$ cat src/common/sipp_pkg.sv
// Shared constants and types for the synthesiser serial programming port.
package sipp_pkg;

  // Address byte layout, most significant bit first.
  localparam logic [4:0] SIPP_ADDR_FIXED  = 5'h18;
  localparam logic [1:0] SIPP_SEL_ALWAYS  = 2'h1;
  localparam logic [1:0] SIPP_SEL_LOW     = 2'h0;
  localparam logic [1:0] SIPP_SEL_MID     = 2'h2;
  localparam logic [1:0] SIPP_SEL_HIGH    = 2'h3;

  // Control byte field positions.
  localparam int SIPP_CTL_LEAD  = 7;
  localparam int SIPP_CTL_PUMP  = 6;
  localparam int SIPP_CTL_TEST  = 5;
  localparam int SIPP_CTL_OFF   = 4;
  localparam int SIPP_CTL_DRIVE = 0;

  // Port control byte field positions.
  localparam int SIPP_PRT_7 = 7;
  localparam int SIPP_PRT_6 = 6;
  localparam int SIPP_PRT_5 = 5;
  localparam int SIPP_PRT_4 = 4;
  localparam int SIPP_PRT_3 = 3;
  localparam int SIPP_PRT_0 = 0;

  // Reset values: every port off, pump running, drive enabled.
  localparam logic [7:0]  SIPP_CTL_RESET   = 8'h8E;
  localparam logic [7:0]  SIPP_PRT_RESET   = 8'h00;
  localparam logic [7:0]  SIPP_UPPER_RESET = 8'h00;
  localparam logic [14:0] SIPP_RATIO_RESET = 15'h0000;

  // Converter codes from the lowest band upward.
  localparam logic [2:0] SIPP_CONV_B0 = 3'h0;
  localparam logic [2:0] SIPP_CONV_B1 = 3'h1;
  localparam logic [2:0] SIPP_CONV_B2 = 3'h2;
  localparam logic [2:0] SIPP_CONV_B3 = 3'h3;
  localparam logic [2:0] SIPP_CONV_B4 = 3'h4;

  localparam logic [3:0] SIPP_BITS_PER_BYTE = 4'h8;

  typedef enum logic [2:0] {
    SIPP_IDLE = 3'h0,
    SIPP_ADDR = 3'h1,
    SIPP_ACK  = 3'h3,
    SIPP_WR   = 3'h2,
    SIPP_RD   = 3'h6,
    SIPP_RACK = 3'h7,
    SIPP_WAIT = 3'h5
  } sipp_state_t;

  typedef enum logic [1:0] {
    SIPP_NEXT_SEL   = 2'h0,
    SIPP_NEXT_LOWER = 2'h1,
    SIPP_NEXT_PORTS = 2'h3
  } sipp_next_t;

endpackage : sipp_pkg

$ cat src/hw/sipp_band.sv
// Comparator band decode for the converter code and the alternate address.
module sipp_band
  import sipp_pkg::*;
(
  // Clock and reset
  input  wire logic       clk,
  input  wire logic       reset,
  // Synchronised comparator outputs
  input  wire logic [3:0] conv_cmp,
  input  wire logic [3:0] sel_cmp,
  // Decoded results
  output logic      [2:0] conv_code,
  output logic      [1:0] alt_sel,
  output logic            alt_valid
);

  function automatic logic [2:0] therm_count(input logic [3:0] t);
    logic [2:0] c;
    c = 3'h0;
    for (int i = 0; i < 4; i++) begin
      if (t[i]) begin
        c = 3'(i + 1);
      end
    end
    return c;
  endfunction : therm_count

  always_ff @(posedge clk) begin
    if (reset) begin
      conv_code <= SIPP_CONV_B0;
    end else begin
      case (therm_count(conv_cmp))
        3'h1:    conv_code <= SIPP_CONV_B1;
        3'h2:    conv_code <= SIPP_CONV_B2;
        3'h3:    conv_code <= SIPP_CONV_B3;
        3'h4:    conv_code <= SIPP_CONV_B4;
        default: conv_code <= SIPP_CONV_B0;
      endcase
    end
  end

  // band to address select; gaps between bands select nothing extra.
  always_ff @(posedge clk) begin
    if (reset) begin
      alt_sel   <= SIPP_SEL_LOW;
      alt_valid <= 1'b0;
    end else begin
      case (therm_count(sel_cmp))
        3'h0:    {alt_sel, alt_valid} <= {SIPP_SEL_LOW, 1'b1};
        3'h2:    {alt_sel, alt_valid} <= {SIPP_SEL_MID, 1'b1};
        3'h4:    {alt_sel, alt_valid} <= {SIPP_SEL_HIGH, 1'b1};
        default: {alt_sel, alt_valid} <= {SIPP_SEL_LOW, 1'b0};
      endcase
    end
  end

  a_conv_top:
    assert property (@(posedge clk) disable iff (reset) conv_cmp == 4'hF |=> conv_code == SIPP_CONV_B4)
    else $error("converter top band not coded 100");

endmodule : sipp_band

$ cat src/hw/sipp_sync.sv
// Two-stage synchroniser for a vector of asynchronous pin levels.
module sipp_sync
  import sipp_pkg::*;
#(
  parameter int W = 1
) (
  // Clock and reset
  input  wire logic         clk,
  input  wire logic         reset,
  // Levels
  input  wire logic [W-1:0] d,
  output logic      [W-1:0] q
);

  logic [W-1:0] meta_reg;

  // Only the second stage is ever read by other logic.
  always_ff @(posedge clk) begin
    if (reset) begin
      meta_reg <= '0;
      q        <= '0;
    end else begin
      meta_reg <= d;
      q        <= meta_reg;
    end
  end

endmodule : sipp_sync

$ cat src/hw/sipp_top.sv
// Two-wire programming and status port of a tuner frequency synthesiser.
module sipp_top
  import sipp_pkg::*;
(
  // Clock and reset
  input  wire logic        clk,
  input  wire logic        reset,
  // Serial bus pins
  input  wire logic        scl_i,
  input  wire logic        sda_i,
  output logic             sda_o,
  output logic             sda_oe,
  // Analog front end
  input  wire logic        supply_low,
  input  wire logic        lock_flag,
  input  wire logic [3:0]  conv_cmp,
  input  wire logic [3:0]  sel_cmp,
  // Port pins
  input  wire logic        io_port_4_i,
  input  wire logic        io_port_5_i,
  input  wire logic        io_port_7_i,
  output logic             out_port_0,
  output logic             out_port_3,
  output logic             io_port_4_oe,
  output logic             io_port_5_oe,
  output logic             io_port_6_oe,
  output logic             io_port_7_oe,
  output logic             io_port_o,
  // Synthesiser controls
  output logic [14:0]      divider_ratio,
  output logic             pump_current_sel,
  output logic             test_mode_sel,
  output logic             pump_off,
  output logic             varactor_drive_off
);

  ////////////////////////////////////////////////////////////////////////////

  logic [6:0]  sync_q;
  logic [3:0]  conv_cmp_s;
  logic [3:0]  sel_cmp_s;
  logic        scl_s;
  logic        sda_s;
  logic        scl_n_s;
  logic        sda_n_s;
  logic        lock_s;
  logic        low_s;
  logic        port7_level;
  logic        port5_level;
  logic        port4_level;
  logic [2:0]  conv_code;
  logic [1:0]  alt_sel;
  logic        alt_valid;

  // Bus lines enter inverted, so a cleared synchroniser reads as an idle high bus and no false edge follows reset.
  sipp_sync #(.W(15)) u_sync (
    .clk   (clk),
    .reset (reset),
    .d     ({~scl_i, ~sda_i, lock_flag, supply_low, io_port_7_i, io_port_5_i, io_port_4_i, conv_cmp, sel_cmp}),
    .q     ({sync_q, conv_cmp_s, sel_cmp_s})
  );

  assign {scl_n_s, sda_n_s, lock_s, low_s, port7_level, port5_level, port4_level} = sync_q;
  assign scl_s = ~scl_n_s;
  assign sda_s = ~sda_n_s;

  sipp_band u_band (
    .clk       (clk),
    .reset     (reset),
    .conv_cmp  (conv_cmp_s),
    .sel_cmp   (sel_cmp_s),
    .conv_code (conv_code),
    .alt_sel   (alt_sel),
    .alt_valid (alt_valid)
  );

  ////////////////////////////////////////////////////////////////////////////

  logic scl_q;
  logic sda_q;
  logic bus_start;
  logic bus_stop;
  logic scl_rise;
  logic scl_fall;

  always_ff @(posedge clk) begin
    if (reset) begin
      scl_q <= 1'b1;
      sda_q <= 1'b1;
    end else begin
      scl_q <= scl_s;
      sda_q <= sda_s;
    end
  end

  assign bus_start = scl_s & scl_q & sda_q & ~sda_s;
  assign bus_stop  = scl_s & scl_q & ~sda_q & sda_s;
  assign scl_rise  = scl_s & ~scl_q;
  assign scl_fall  = ~scl_s & scl_q;

  ////////////////////////////////////////////////////////////////////////////

  sipp_state_t state_reg;
  logic [7:0]  shift_reg;
  logic [3:0]  cnt_reg;
  logic        rw_reg;
  logic        mack_reg;
  logic        sda_oe_reg;
  logic        por_reg;
  logic [7:0]  status;
  logic        byte_done;
  logic        addr_hit;
  logic        wr_commit;

  // fixed prefix and select bits must match.
  function automatic logic addr_match(input logic [7:0] b, input logic [1:0] alt, input logic ok);
    // fixed select always, band select when valid.
    return (b[7:3] == SIPP_ADDR_FIXED) && (b[2:1] == SIPP_SEL_ALWAYS || (ok && b[2:1] == alt));
  endfunction : addr_match

  // status layout with lock, port levels and converter code.
  // port seven, five and four levels.
  assign status    = {por_reg, lock_s, port7_level, port5_level, port4_level, conv_code};
  assign byte_done = scl_fall && cnt_reg == SIPP_BITS_PER_BYTE;
  assign addr_hit  = state_reg == SIPP_ADDR && byte_done && addr_match(shift_reg, alt_sel, alt_valid);
  assign wr_commit = state_reg == SIPP_WR && byte_done;

  // Start and stop are honoured in any state so a stalled master can recover.
  always_ff @(posedge clk) begin
    if (reset) begin
      state_reg  <= SIPP_IDLE;
      shift_reg  <= 8'h00;
      cnt_reg    <= 4'h0;
      rw_reg     <= 1'b0;
      mack_reg   <= 1'b0;
      sda_oe_reg <= 1'b0;
    end else if (bus_start) begin
      state_reg  <= SIPP_ADDR;
      cnt_reg    <= 4'h0;
      rw_reg     <= 1'b0;
      sda_oe_reg <= 1'b0;
    end else if (bus_stop) begin
      state_reg  <= SIPP_IDLE;
      rw_reg     <= 1'b0;
      sda_oe_reg <= 1'b0;
    end else begin
      case (state_reg)
        SIPP_ADDR, SIPP_WR: begin
          if (scl_rise && cnt_reg < SIPP_BITS_PER_BYTE) begin
            shift_reg <= {shift_reg[6:0], sda_s};
            cnt_reg   <= cnt_reg + 4'h1;
          end
          // acknowledge matching address and every written byte.
          if (addr_hit || wr_commit) begin
            state_reg  <= SIPP_ACK;
            sda_oe_reg <= 1'b1;
            if (addr_hit) begin
              rw_reg <= shift_reg[0];
            end
          end else if (byte_done) begin
            state_reg <= SIPP_WAIT;
          end
        end
        SIPP_ACK: begin
          if (scl_fall) begin
            cnt_reg <= 4'h0;
            // status goes out most significant bit first.
            if (rw_reg) begin
              state_reg  <= SIPP_RD;
              shift_reg  <= status;
              sda_oe_reg <= ~status[7];
            end else begin
              state_reg  <= SIPP_WR;
              sda_oe_reg <= 1'b0;
            end
          end
        end
        SIPP_RD: begin
          if (scl_fall) begin
            if (cnt_reg == 4'h7) begin
              state_reg  <= SIPP_RACK;
              sda_oe_reg <= 1'b0;
            end else begin
              shift_reg  <= {shift_reg[6:0], 1'b0};
              sda_oe_reg <= ~shift_reg[6];
              cnt_reg    <= cnt_reg + 4'h1;
            end
          end
        end
        SIPP_RACK: begin
          if (scl_rise) begin
            mack_reg <= ~sda_s;
          end
          // a master acknowledge asks for another status byte.
          if (scl_fall) begin
            cnt_reg <= 4'h0;
            if (mack_reg) begin
              state_reg  <= SIPP_RD;
              shift_reg  <= status;
              sda_oe_reg <= ~status[7];
            end else begin
              state_reg <= SIPP_WAIT;
            end
          end
        end
        SIPP_IDLE, SIPP_WAIT: begin
          sda_oe_reg <= 1'b0;
        end
        default: begin
          state_reg  <= SIPP_IDLE;
          sda_oe_reg <= 1'b0;
        end
      endcase
    end
  end

  assign sda_o  = 1'b0;
  assign sda_oe = sda_oe_reg;

  // supply low sets the flag, and the set wins over a clear.
  // stop after a read clears it.
  always_ff @(posedge clk) begin
    if (reset) begin
      por_reg <= 1'b1;
    end else if (low_s) begin
      por_reg <= 1'b1;
    end else if (bus_stop && rw_reg) begin
      por_reg <= 1'b0;
    end
  end

  ////////////////////////////////////////////////////////////////////////////

  sipp_next_t  next_reg;
  logic [7:0]  upper_reg;
  logic [7:0]  ctl_reg;
  logic [7:0]  prt_reg;
  logic [14:0] ratio_reg;

  // Lost supply drops the programmed settings just as a reset does.
  // bytes land only on their eighth bit, so a broken byte changes nothing.
  always_ff @(posedge clk) begin
    if (reset || low_s) begin
      next_reg  <= SIPP_NEXT_SEL;
      upper_reg <= SIPP_UPPER_RESET;
      ctl_reg   <= SIPP_CTL_RESET;
      prt_reg   <= SIPP_PRT_RESET;
      ratio_reg <= SIPP_RATIO_RESET;
    end else if (addr_hit) begin
      next_reg <= SIPP_NEXT_SEL;
    end else if (wr_commit) begin
      case (next_reg)
        // leading bit selects divider or control byte.
        SIPP_NEXT_SEL: begin
          if (shift_reg[SIPP_CTL_LEAD]) begin
            ctl_reg  <= shift_reg;
            next_reg <= SIPP_NEXT_PORTS;
          end else begin
            upper_reg <= shift_reg;
            next_reg  <= SIPP_NEXT_LOWER;
          end
        end
        // fifteen bit ratio assembled on the lower byte.
        SIPP_NEXT_LOWER: begin
          ratio_reg <= {upper_reg[6:0], shift_reg};
          next_reg  <= SIPP_NEXT_SEL;
        end
        SIPP_NEXT_PORTS: begin
          prt_reg  <= shift_reg;
          next_reg <= SIPP_NEXT_SEL;
        end
        default: begin
          next_reg <= SIPP_NEXT_SEL;
        end
      endcase
    end
  end

  // drive off depends on its own bit only.
  assign divider_ratio      = ratio_reg;
  assign pump_current_sel   = ctl_reg[SIPP_CTL_PUMP];
  assign test_mode_sel      = ctl_reg[SIPP_CTL_TEST];
  assign pump_off           = ctl_reg[SIPP_CTL_OFF];
  assign varactor_drive_off = ctl_reg[SIPP_CTL_DRIVE];

  // one bit per port; a one turns the port on (pulls low).
  // ports reset to zero, which is off.
  assign io_port_7_oe = prt_reg[SIPP_PRT_7];
  assign io_port_6_oe = prt_reg[SIPP_PRT_6];
  assign io_port_5_oe = prt_reg[SIPP_PRT_5];
  assign io_port_4_oe = prt_reg[SIPP_PRT_4];
  assign out_port_3   = prt_reg[SIPP_PRT_3];
  assign out_port_0   = prt_reg[SIPP_PRT_0];
  assign io_port_o    = 1'b0;

  ////////////////////////////////////////////////////////////////////////////

  a_por_set:
    assert property (@(posedge clk) disable iff (reset) low_s |=> por_reg)
    else $error("power-on flag not set by low supply");

  a_por_clear:
    assert property (@(posedge clk) disable iff (reset) bus_stop && rw_reg && !low_s |=> !por_reg)
    else $error("power-on flag not cleared by stop after read");

  a_ports_off:
    assert property (@(posedge clk) disable iff (reset)
      low_s |=> !io_port_4_oe && !io_port_5_oe && !io_port_6_oe && !io_port_7_oe && !out_port_0 && !out_port_3)
    else $error("ports not off after settings lost");

  a_status_load:
    assert property (@(posedge clk) disable iff (reset)
      state_reg == SIPP_ACK && scl_fall && rw_reg && !bus_start && !bus_stop
      |=> state_reg == SIPP_RD && shift_reg[6:3] == $past({lock_s, port7_level, port5_level, port4_level}))
    else $error("status byte fields wrong at load");

  a_msb_first:
    assert property (@(posedge clk) disable iff (reset)
      state_reg == SIPP_RD |-> sda_oe_reg == !shift_reg[7])
    else $error("first status bit not on the data line");

  a_ack_addr:
    assert property (@(posedge clk) disable iff (reset) addr_hit && !bus_start && !bus_stop
      |=> sda_oe_reg && state_reg == SIPP_ACK)
    else $error("matching address not acknowledged");

  a_reject_addr:
    assert property (@(posedge clk) disable iff (reset)
      state_reg == SIPP_ADDR && byte_done && !addr_hit && !bus_start && !bus_stop
      |=> !sda_oe_reg && state_reg == SIPP_WAIT)
    else $error("foreign address acknowledged");

  a_upper_pick:
    assert property (@(posedge clk) disable iff (reset)
      wr_commit && next_reg == SIPP_NEXT_SEL && !shift_reg[7] && !low_s |=> next_reg == SIPP_NEXT_LOWER)
    else $error("leading zero byte not taken as upper divider");

  a_ratio_build:
    assert property (@(posedge clk) disable iff (reset)
      wr_commit && next_reg == SIPP_NEXT_LOWER && !low_s
      |=> divider_ratio == {$past(upper_reg[6:0]), $past(shift_reg)})
    else $error("division ratio assembled wrongly");

  a_drive_off:
    assert property (@(posedge clk) disable iff (reset)
      wr_commit && next_reg == SIPP_NEXT_SEL && shift_reg[7] && !low_s
      |=> varactor_drive_off == $past(shift_reg[0]) && pump_off == $past(shift_reg[4]))
    else $error("control byte bits not applied");

  a_abort_keep:
    assert property (@(posedge clk) disable iff (reset)
      bus_stop && state_reg == SIPP_WR && cnt_reg != SIPP_BITS_PER_BYTE && !low_s
      |=> $stable(divider_ratio) && $stable(ctl_reg) && $stable(prt_reg))
    else $error("broken byte changed a setting");

endmodule : sipp_top

$ cat config.mk
export PLATFORM = sky130hd
export DESIGN_NAME = sipp_top
export DESIGN_NICKNAME = d
export VERILOG_FILES = /design/src/common/sipp_pkg.sv /design/src/hw/sipp_band.sv /design/src/hw/sipp_sync.sv /design/src/hw/sipp_top.sv
export SDC_FILE = /design/constraint.sdc
export NUM_CORES = 1
export LEC_CHECK = 0
export CORE_MARGIN = 1
export CORE_UTILIZATION = 37
export CTS_CLUSTER_DIAMETER = 200
export DETAILED_ROUTE_END_ITERATION = 8
export DONT_BUFFER_PORTS = 1
export GPL_TIMING_DRIVEN = 0
export SYNTH_ARGS = -nofsm -noshare
export SYNTH_HDL_FRONTEND = slang
export SYNTH_SLANG_ARGS = --single-unit
$ cat constraint.sdc
create_clock -name clk -period 5.2 [get_ports clk]
set_input_delay 0.26 -clock clk [delete_from_list [all_inputs] [get_ports clk]]
set_output_delay 0.26 -clock clk [all_outputs]
set_load 0.005 [all_outputs]
== After elaboration in Yosys (flattened, before gate mapping) ==
Cells that the tools add are included.
Widths: inputs -> output; s select.

* Magnitude comparators: 1
* Equality and inequality tests: 36
* Bitwise logic cells: 20
* Muxes and demuxes: 47
* Add/subtract/negate cells: 1
* Reductions and logical operators: 35

{| class="wikitable"
|+ Operators by type and width
! kind !! number
|-
| $mux 8 || 7
|-
| $mux 3 || 11
|-
| $pmux 8 s4 || 1
|-
| $ne 2x2->1 const B || 9
|-
| $reduce_and 6->1 || 3
|-
| $mux 4 || 4
|-
| $ne 4x4->1 const B || 4
|-
| $eq 3x2->1 const B || 5
|-
| $eq 3x3->1 const B || 5
|-
| $pmux 3 s5 || 1
|-
| $mux 2 || 7
|-
| $not 1->1 || 13
|-
| $mux 1 || 12
|-
| $pmux 3 s4 || 1
|-
| $pmux 4 s3 || 1
|-
| $reduce_and 4->1 || 3
|-
| $reduce_or 2->1 || 6
|-
| $reduce_and 10->1 || 1
|-
| $reduce_and 3->1 || 3
|-
| $logic_and 1x1->1 || 8
|-
| $and 1x1->1 || 7
|-
| $eq 3x1->1 const B || 2
|-
| $logic_not 3->1 || 2
|-
| $ne 3x3->1 const B || 2
|-
| other kinds (18) || 22
|}

* Logic and storage cells: 160
* Register bits after elaboration: 96
* Output and inout port bits: 28
* Bits of input ports: 17

== Longest topological paths before layout ==
* Depth in word-level cells: 10
* Depth in mapped cells: 9

== Modules after synthesis ==
A second synthesis with hierarchy kept.

* Cell total of the unflattened synthesis: 388
* Area, all modules: 3,686.0 µm²

{| class="wikitable"
|+ Modules (own cells, without submodules)
! module !! times used !! area each (µm²) !! cells each !! sequential area each (µm²)
|-
| sipp_top || 1 || 2,611.3 || 308 || 1,101.1
|-
| sipp_sync || 1 || 882.1 || 63 || 600.6
|-
| sipp_band || 1 || 192.7 || 17 || 120.1
|}

== Worst setup path after synthesis ==
Ideal clock, no wire load.

* Path type: register to register
* Start: reg cnt_reg[0]
* End: reg ratio_reg[10], in the netlist divider_ratio[10]
* Setup slack: 3.265 ns
* Stages on the path, launching flop included: 10
* Data arrival time: 1.803 ns
* Clock period less this slack: 1.935 ns
* Path through: dfxtp_1 -> inv_1 -> ha_1 -> and4bb_2 -> nand4_2 -> or3_1 -> clkbuf_1 -> clkbuf_1 -> nand2_1 -> a21oi_1

* Longest elaborated chain between the ends: 6
* Elaborated cells on any way between the ends: 7
* Those cells by class: eq/ne: 1; bitwise: 1; reduce/logical: 5

{| class="wikitable"
|+ Ends and longest elaborated chain
! element !! RTL line !! source
|-
| from (decl) || sipp_top.sv:105 || <nowiki>logic [3:0] cnt_reg;</nowiki>
|-
| from (signal assigned) || sipp_top.sv:151 || <nowiki>cnt_reg <= cnt_reg + 4'h1;</nowiki>
|-
| from (signal assigned) || sipp_top.sv:186 || <nowiki>cnt_reg <= cnt_reg + 4'h1;</nowiki>
|-
| $eq 4x4->1 * || sipp_top.sv:124 || <nowiki>assign byte_done = scl_fall && cnt_reg == SIPP_BITS_PER_BYTE;</nowiki>
|-
| $logic_and 1x1->1 * || sipp_top.sv:124 ||
|-
| $logic_and 1x1->1 (2 in a row) || sipp_top.sv:125 || <nowiki>assign addr_hit = state_reg == SIPP_ADDR && byte_done && addr_match(shift_reg, alt_sel, alt_valid);</nowiki>
|-
| $not 1->1 (no line) || -- ||
|-
| $reduce_and 3->1 (no line) * || -- ||
|-
| to (signal assigned) || sipp_top.sv:265 || <nowiki>ratio_reg <= {upper_reg[6:0], shift_reg};</nowiki>
|-
| to (decl) || sipp_top.sv:238 || <nowiki>logic [14:0] ratio_reg;</nowiki>
|}

Mark *: on every way between the ends. The rest lies on a longest branch, timed or not.
A chain may end at the register's enable or synchronous reset.

== Final worst setup path ==
* Start: reg state_reg[0]
* End: reg shift_reg[6]

* Longest elaborated chain between the ends: 4
* Elaborated cells on any way between the ends: 16
* Those cells by class: eq/ne: 12; mux: 1; reduce/logical: 3

{| class="wikitable"
|+ Ends and longest elaborated chain
! element !! RTL line !! source
|-
| from (decl) || sipp_top.sv:103 || <nowiki>sipp_state_t state_reg;</nowiki>
|-
| from (signal assigned) || sipp_top.sv:131 || <nowiki>state_reg <= SIPP_IDLE;</nowiki>
|-
| from (signal assigned) || sipp_top.sv:138 || <nowiki>state_reg <= SIPP_ADDR;</nowiki>
|-
| from (signal assigned) || sipp_top.sv:143 || <nowiki>state_reg <= SIPP_IDLE;</nowiki>
|-
| $eq 3x1->1 or $eq 3x2->1 (tied branches) || sipp_top.sv:147 || <nowiki>case (state_reg)</nowiki>
|-
| $reduce_or 2->1 || sipp_top.sv:147 ||
|-
| $reduce_bool 4->1 (no line) or $ne 2x2->1 (tied branches) || -- ||
|-
| $reduce_and 10->1 (no line) || -- ||
|-
| to (signal assigned) || sipp_top.sv:150 || <nowiki>shift_reg <= {shift_reg[6:0], sda_s};</nowiki>
|-
| to (signal assigned) || sipp_top.sv:170 || <nowiki>shift_reg <= status;</nowiki>
|-
| to (signal assigned) || sipp_top.sv:184 || <nowiki>shift_reg <= {shift_reg[6:0], 1'b0};</nowiki>
|-
| to (decl) || sipp_top.sv:104 || <nowiki>logic [7:0] shift_reg;</nowiki>
|}

Parallel ways exist; a longest one is shown, timed or not.

==> out/results.tsv <==
stage	metric	value	unit
status	outcome	complete, no violations	
finish	final_cell_mix	dfxtp_1 (91), nand2_1 (60), a21oi_1 (39)	
floorplanning	core-area	9284	sq um
global_routing	grt_pass1_wl	12430	um
worst_setup_path	crit_path_cell_trace	clkbuf_1, and2_0, clkbuf_1, nand2_1, a21o_1, a21oi_1	
worst_setup_path	crit_top_cell	clkbuf_1	
sta	finalCritPeriodShare	0.4394	
pwr	leakagePower	1.410	nW
route	vias	2684	
synthesis	yosysWarnings	0	
placement	place_area	3741	sq um
min_path	min_path_type	in2reg	
synthesis	synthFlopType	dfxtp_1	
floorplanning	die_w	100.3	um
finish	multiInputGateArea	1617	sq um
finish	diodes	0	
route	drt_iter0_drc	122	
route	drt_first_pass_iters	4	
placement	port-buffer-count	0	
worst_setup_path	regToRegSetupSlack	2.92	ns
floorplanning	ioPinCount	45	
global_routing	grt_pass1_vias	2578	
worst_setup_path	cp_slowest_stage_delay	0.46	ns
route	totalWireLength	7393	um
clocking	clk_latency	0.36	ns
clocking	cts_setup_buffers	0	
synthesis	syn_area_per_cell	8.962	sq um
pwr	p_seq_frac	0.580	
floorplanning	initial_core_util	0.3852	
sta	clock-skew-final	0.009026	ns
route	routedWlPerCell	13.47	um
clocking	cts_buffers	9	
finish	final_util	0.4292	
worst_setup_path	critical_path.startpoint_type	flop	
finish	instances_no_fill	549	
route	drc	0	
placement	dp_cells	529	
sta	hold_viol_final	0	
floorplanning	die_y	100.3	um
global_routing	grt-ovfl-total	0	
finish	layout_commonest_cell	dfxtp_1	
global_routing	grt_usage	0.1580	
synthesis	yosys.cell_types.count	51	
sta	setup_ws	2.915	ns
route	ant_nets	0	
finish	drive_gt1_frac	0.07143	
finish	nFillCells	943	
sta	tns	0	ns
sta	finalMaxSlewViolations	0	
synthesis	synth.area.top_cells	dfxtp_1 (51%), nor2b_1 (6.5%), nand2_1 (6.3%), a21oi_1 (5.5%), mux2i_1 (5.3%)	
clocking	tritoncts	built	
flow_run	max_cap_violations	0	
finish	register_area	1822	sq um
worst_setup_path	cp_num_buf_inv	2	
worst_setup_path	crit_arrival	2.57	ns
global_routing	antenna_found_initial	0	
clocking	cts.clk_slew.worst_paths	0.10	ns
worst_setup_path	worst_setup_path_end_kind	flop	
min_path	holdPathStages	1	
placement	dp_hpwl	5276	um
clocking	cts-resized-gates	0	
min_path	worstHoldStart	sel_cmp[2]	
pwr	power.total	1.235	mW
sta	max_freq	437.7	MHz
global_routing	grt_max_degree	20	
sta	worst_pin_slew	0.6492	ns
pwr	p_int	0.9200	mW
route	via_per_inst	4.889	
pwr	powerDensity	310.0	nW/um^2
pwr	clkPwrFrac	0.384	
worst_setup_path	crit_path_top_delay_cell	dfxtp_1	
floorplanning	die-area	10060	sq um
synthesis	synth-seq-cells	91	
clocking	root_buffer	clkbuf_8	
sta	relSlewSlack	0.5640	
synthesis	yosys.area.top_type	dfxtp_1	
worst_setup_path	path_depth	6	
pwr	swShare	0.2553	
worst_setup_path	reg2reg_from	state_reg[0]$_SDFFE_PP0P_	
synthesis	netlist_instances	399	
synthesis	synth_top_area_frac	0.5094	
worst_setup_path	worstPathMaxFanout	10	
sta	setup_viol	0	
worst_setup_path	reg2reg_depth	6	
worst_setup_path	crit_type	reg2reg	
placement	dpl_worst_slack	2.945	ns
worst_setup_path	cp.required	5.48	ns
worst_setup_path	critPathTopFamily	buffers and inverters	
finish	final_area	3985	sq um
pwr	switchingPower	0.3154	mW
pwr	peakVddDrop	0.1636	mV
sta	finalCriticalPeriod	2.285	ns
clocking	cts.sinks	91	
synthesis	synth-edff-count	0	
clocking	cts_hold_buf	2	
synthesis	synth.yosys.seq_area_share	0.5094	
worst_setup_path	reg2reg_to	shift_reg[6]$_SDFFE_PP0P_	
clocking	h-tree-depth	3	
synthesis	synth_area	3576	sq um
synthesis	async_flop_share	0	
clocking	clock_path_buffers	2	
pwr	p_comb_frac	0.036	
placement	gp_congestion	0.8207	
finish	area_growth_syn_to_layout	11.44	%
sta	hold-worst-slack	0.01941	ns
floorplanning	row_count	35	
finish	fin_nets	434	
min_path	holdPathEnd	u_sync.meta_reg[2]$_SDFF_PP0_	
sta	rsz0062_at_grt	false	
-- kinds of logic after synthesis --
kind of cell / share of synthesized area
other: 0.001049
DFF: 0.5094
and+or+nand+nor: 0.2498
AOI/OAI and AO/OA: 0.1400
muxes: 0.05318
buffers and inverters: 0.03953
adders and majority gates: 0.006997
-- routing by layer --
layer  up-vias  share of wire  GRT usage
met5         -              0          0
met3         4          0.042    0.04457
met2        49           0.48     0.2592
met4         0         0.0072    0.05463
met1      1252           0.47     0.1991
li1       1379              -          -
-- Yosys cell counts (2+ instances only) --
library cell / instances
nor3_1: 5
nand3_1: 10
o21a_1: 3
or3_1: 4
a21o_1: 7
inv_1: 9
mux2i_1: 19
a211oi_1: 2
buf_2: 2
dfxtp_1: 91
o211ai_1: 4
and2_1: 4
buf_4: 2
nor2_1: 32
nor2b_1: 37
nand2b_1: 4
nand3b_1: 2
clkbuf_1: 18
o21ai_0: 12
a21oi_1: 39
ha_1: 2
or4b_1: 2
or2_2: 2
nand2_1: 60
-- cell type report --
cell class | count | area share
multi-input cells | 276 | 0.4057
plain buffers | 24 | 0.02700
inverters | 9 | 0.008477
flip-flops and latches | 91 | 0.4571
clock inverters | 7 | 0.02009
clock buffers | 9 | 0.03108
well taps | 129 | 0.04050
repair buffers | 4 | 0.01005
-- worst max-delay path by stage --
| stage | start | to |
|---|---|---|
| after floorplan | cnt_reg[0]$_SDFFE_PP0P_ | divider_ratio[10]$_SDFFE_PP0P_ |
| after global placement | state_reg[1]$_SDFFE_PP0P_ | shift_reg[6]$_SDFFE_PP0P_ |
| after detailed placement | state_reg[0]$_SDFFE_PP0P_ | shift_reg[6]$_SDFFE_PP0P_ |
| after CTS | state_reg[0]$_SDFFE_PP0P_ | shift_reg[6]$_SDFFE_PP0P_ |
| after global routing | cnt_reg[0]$_SDFFE_PP0P_ | divider_ratio[1]$_SDFFE_PP0P_ |
| final | state_reg[0]$_SDFFE_PP0P_ | shift_reg[6]$_SDFFE_PP0P_ |
-- power groups by stage --
stage / combinational [mW] / sequential [mW] / clock (mW)
finish: 0.0450 / 0.716 / 0.474
global route: 0.0507 / 0.718 / 0.522
CTS: 0.0442 / 0.716 / 0.493
detailed placement: 0.0428 / 0.732 / 0
global placement: 0.0425 / 0.732 / 0
floorplan: 0.0337 / 0.730 / 0
(Power assumes the default switching activity.)
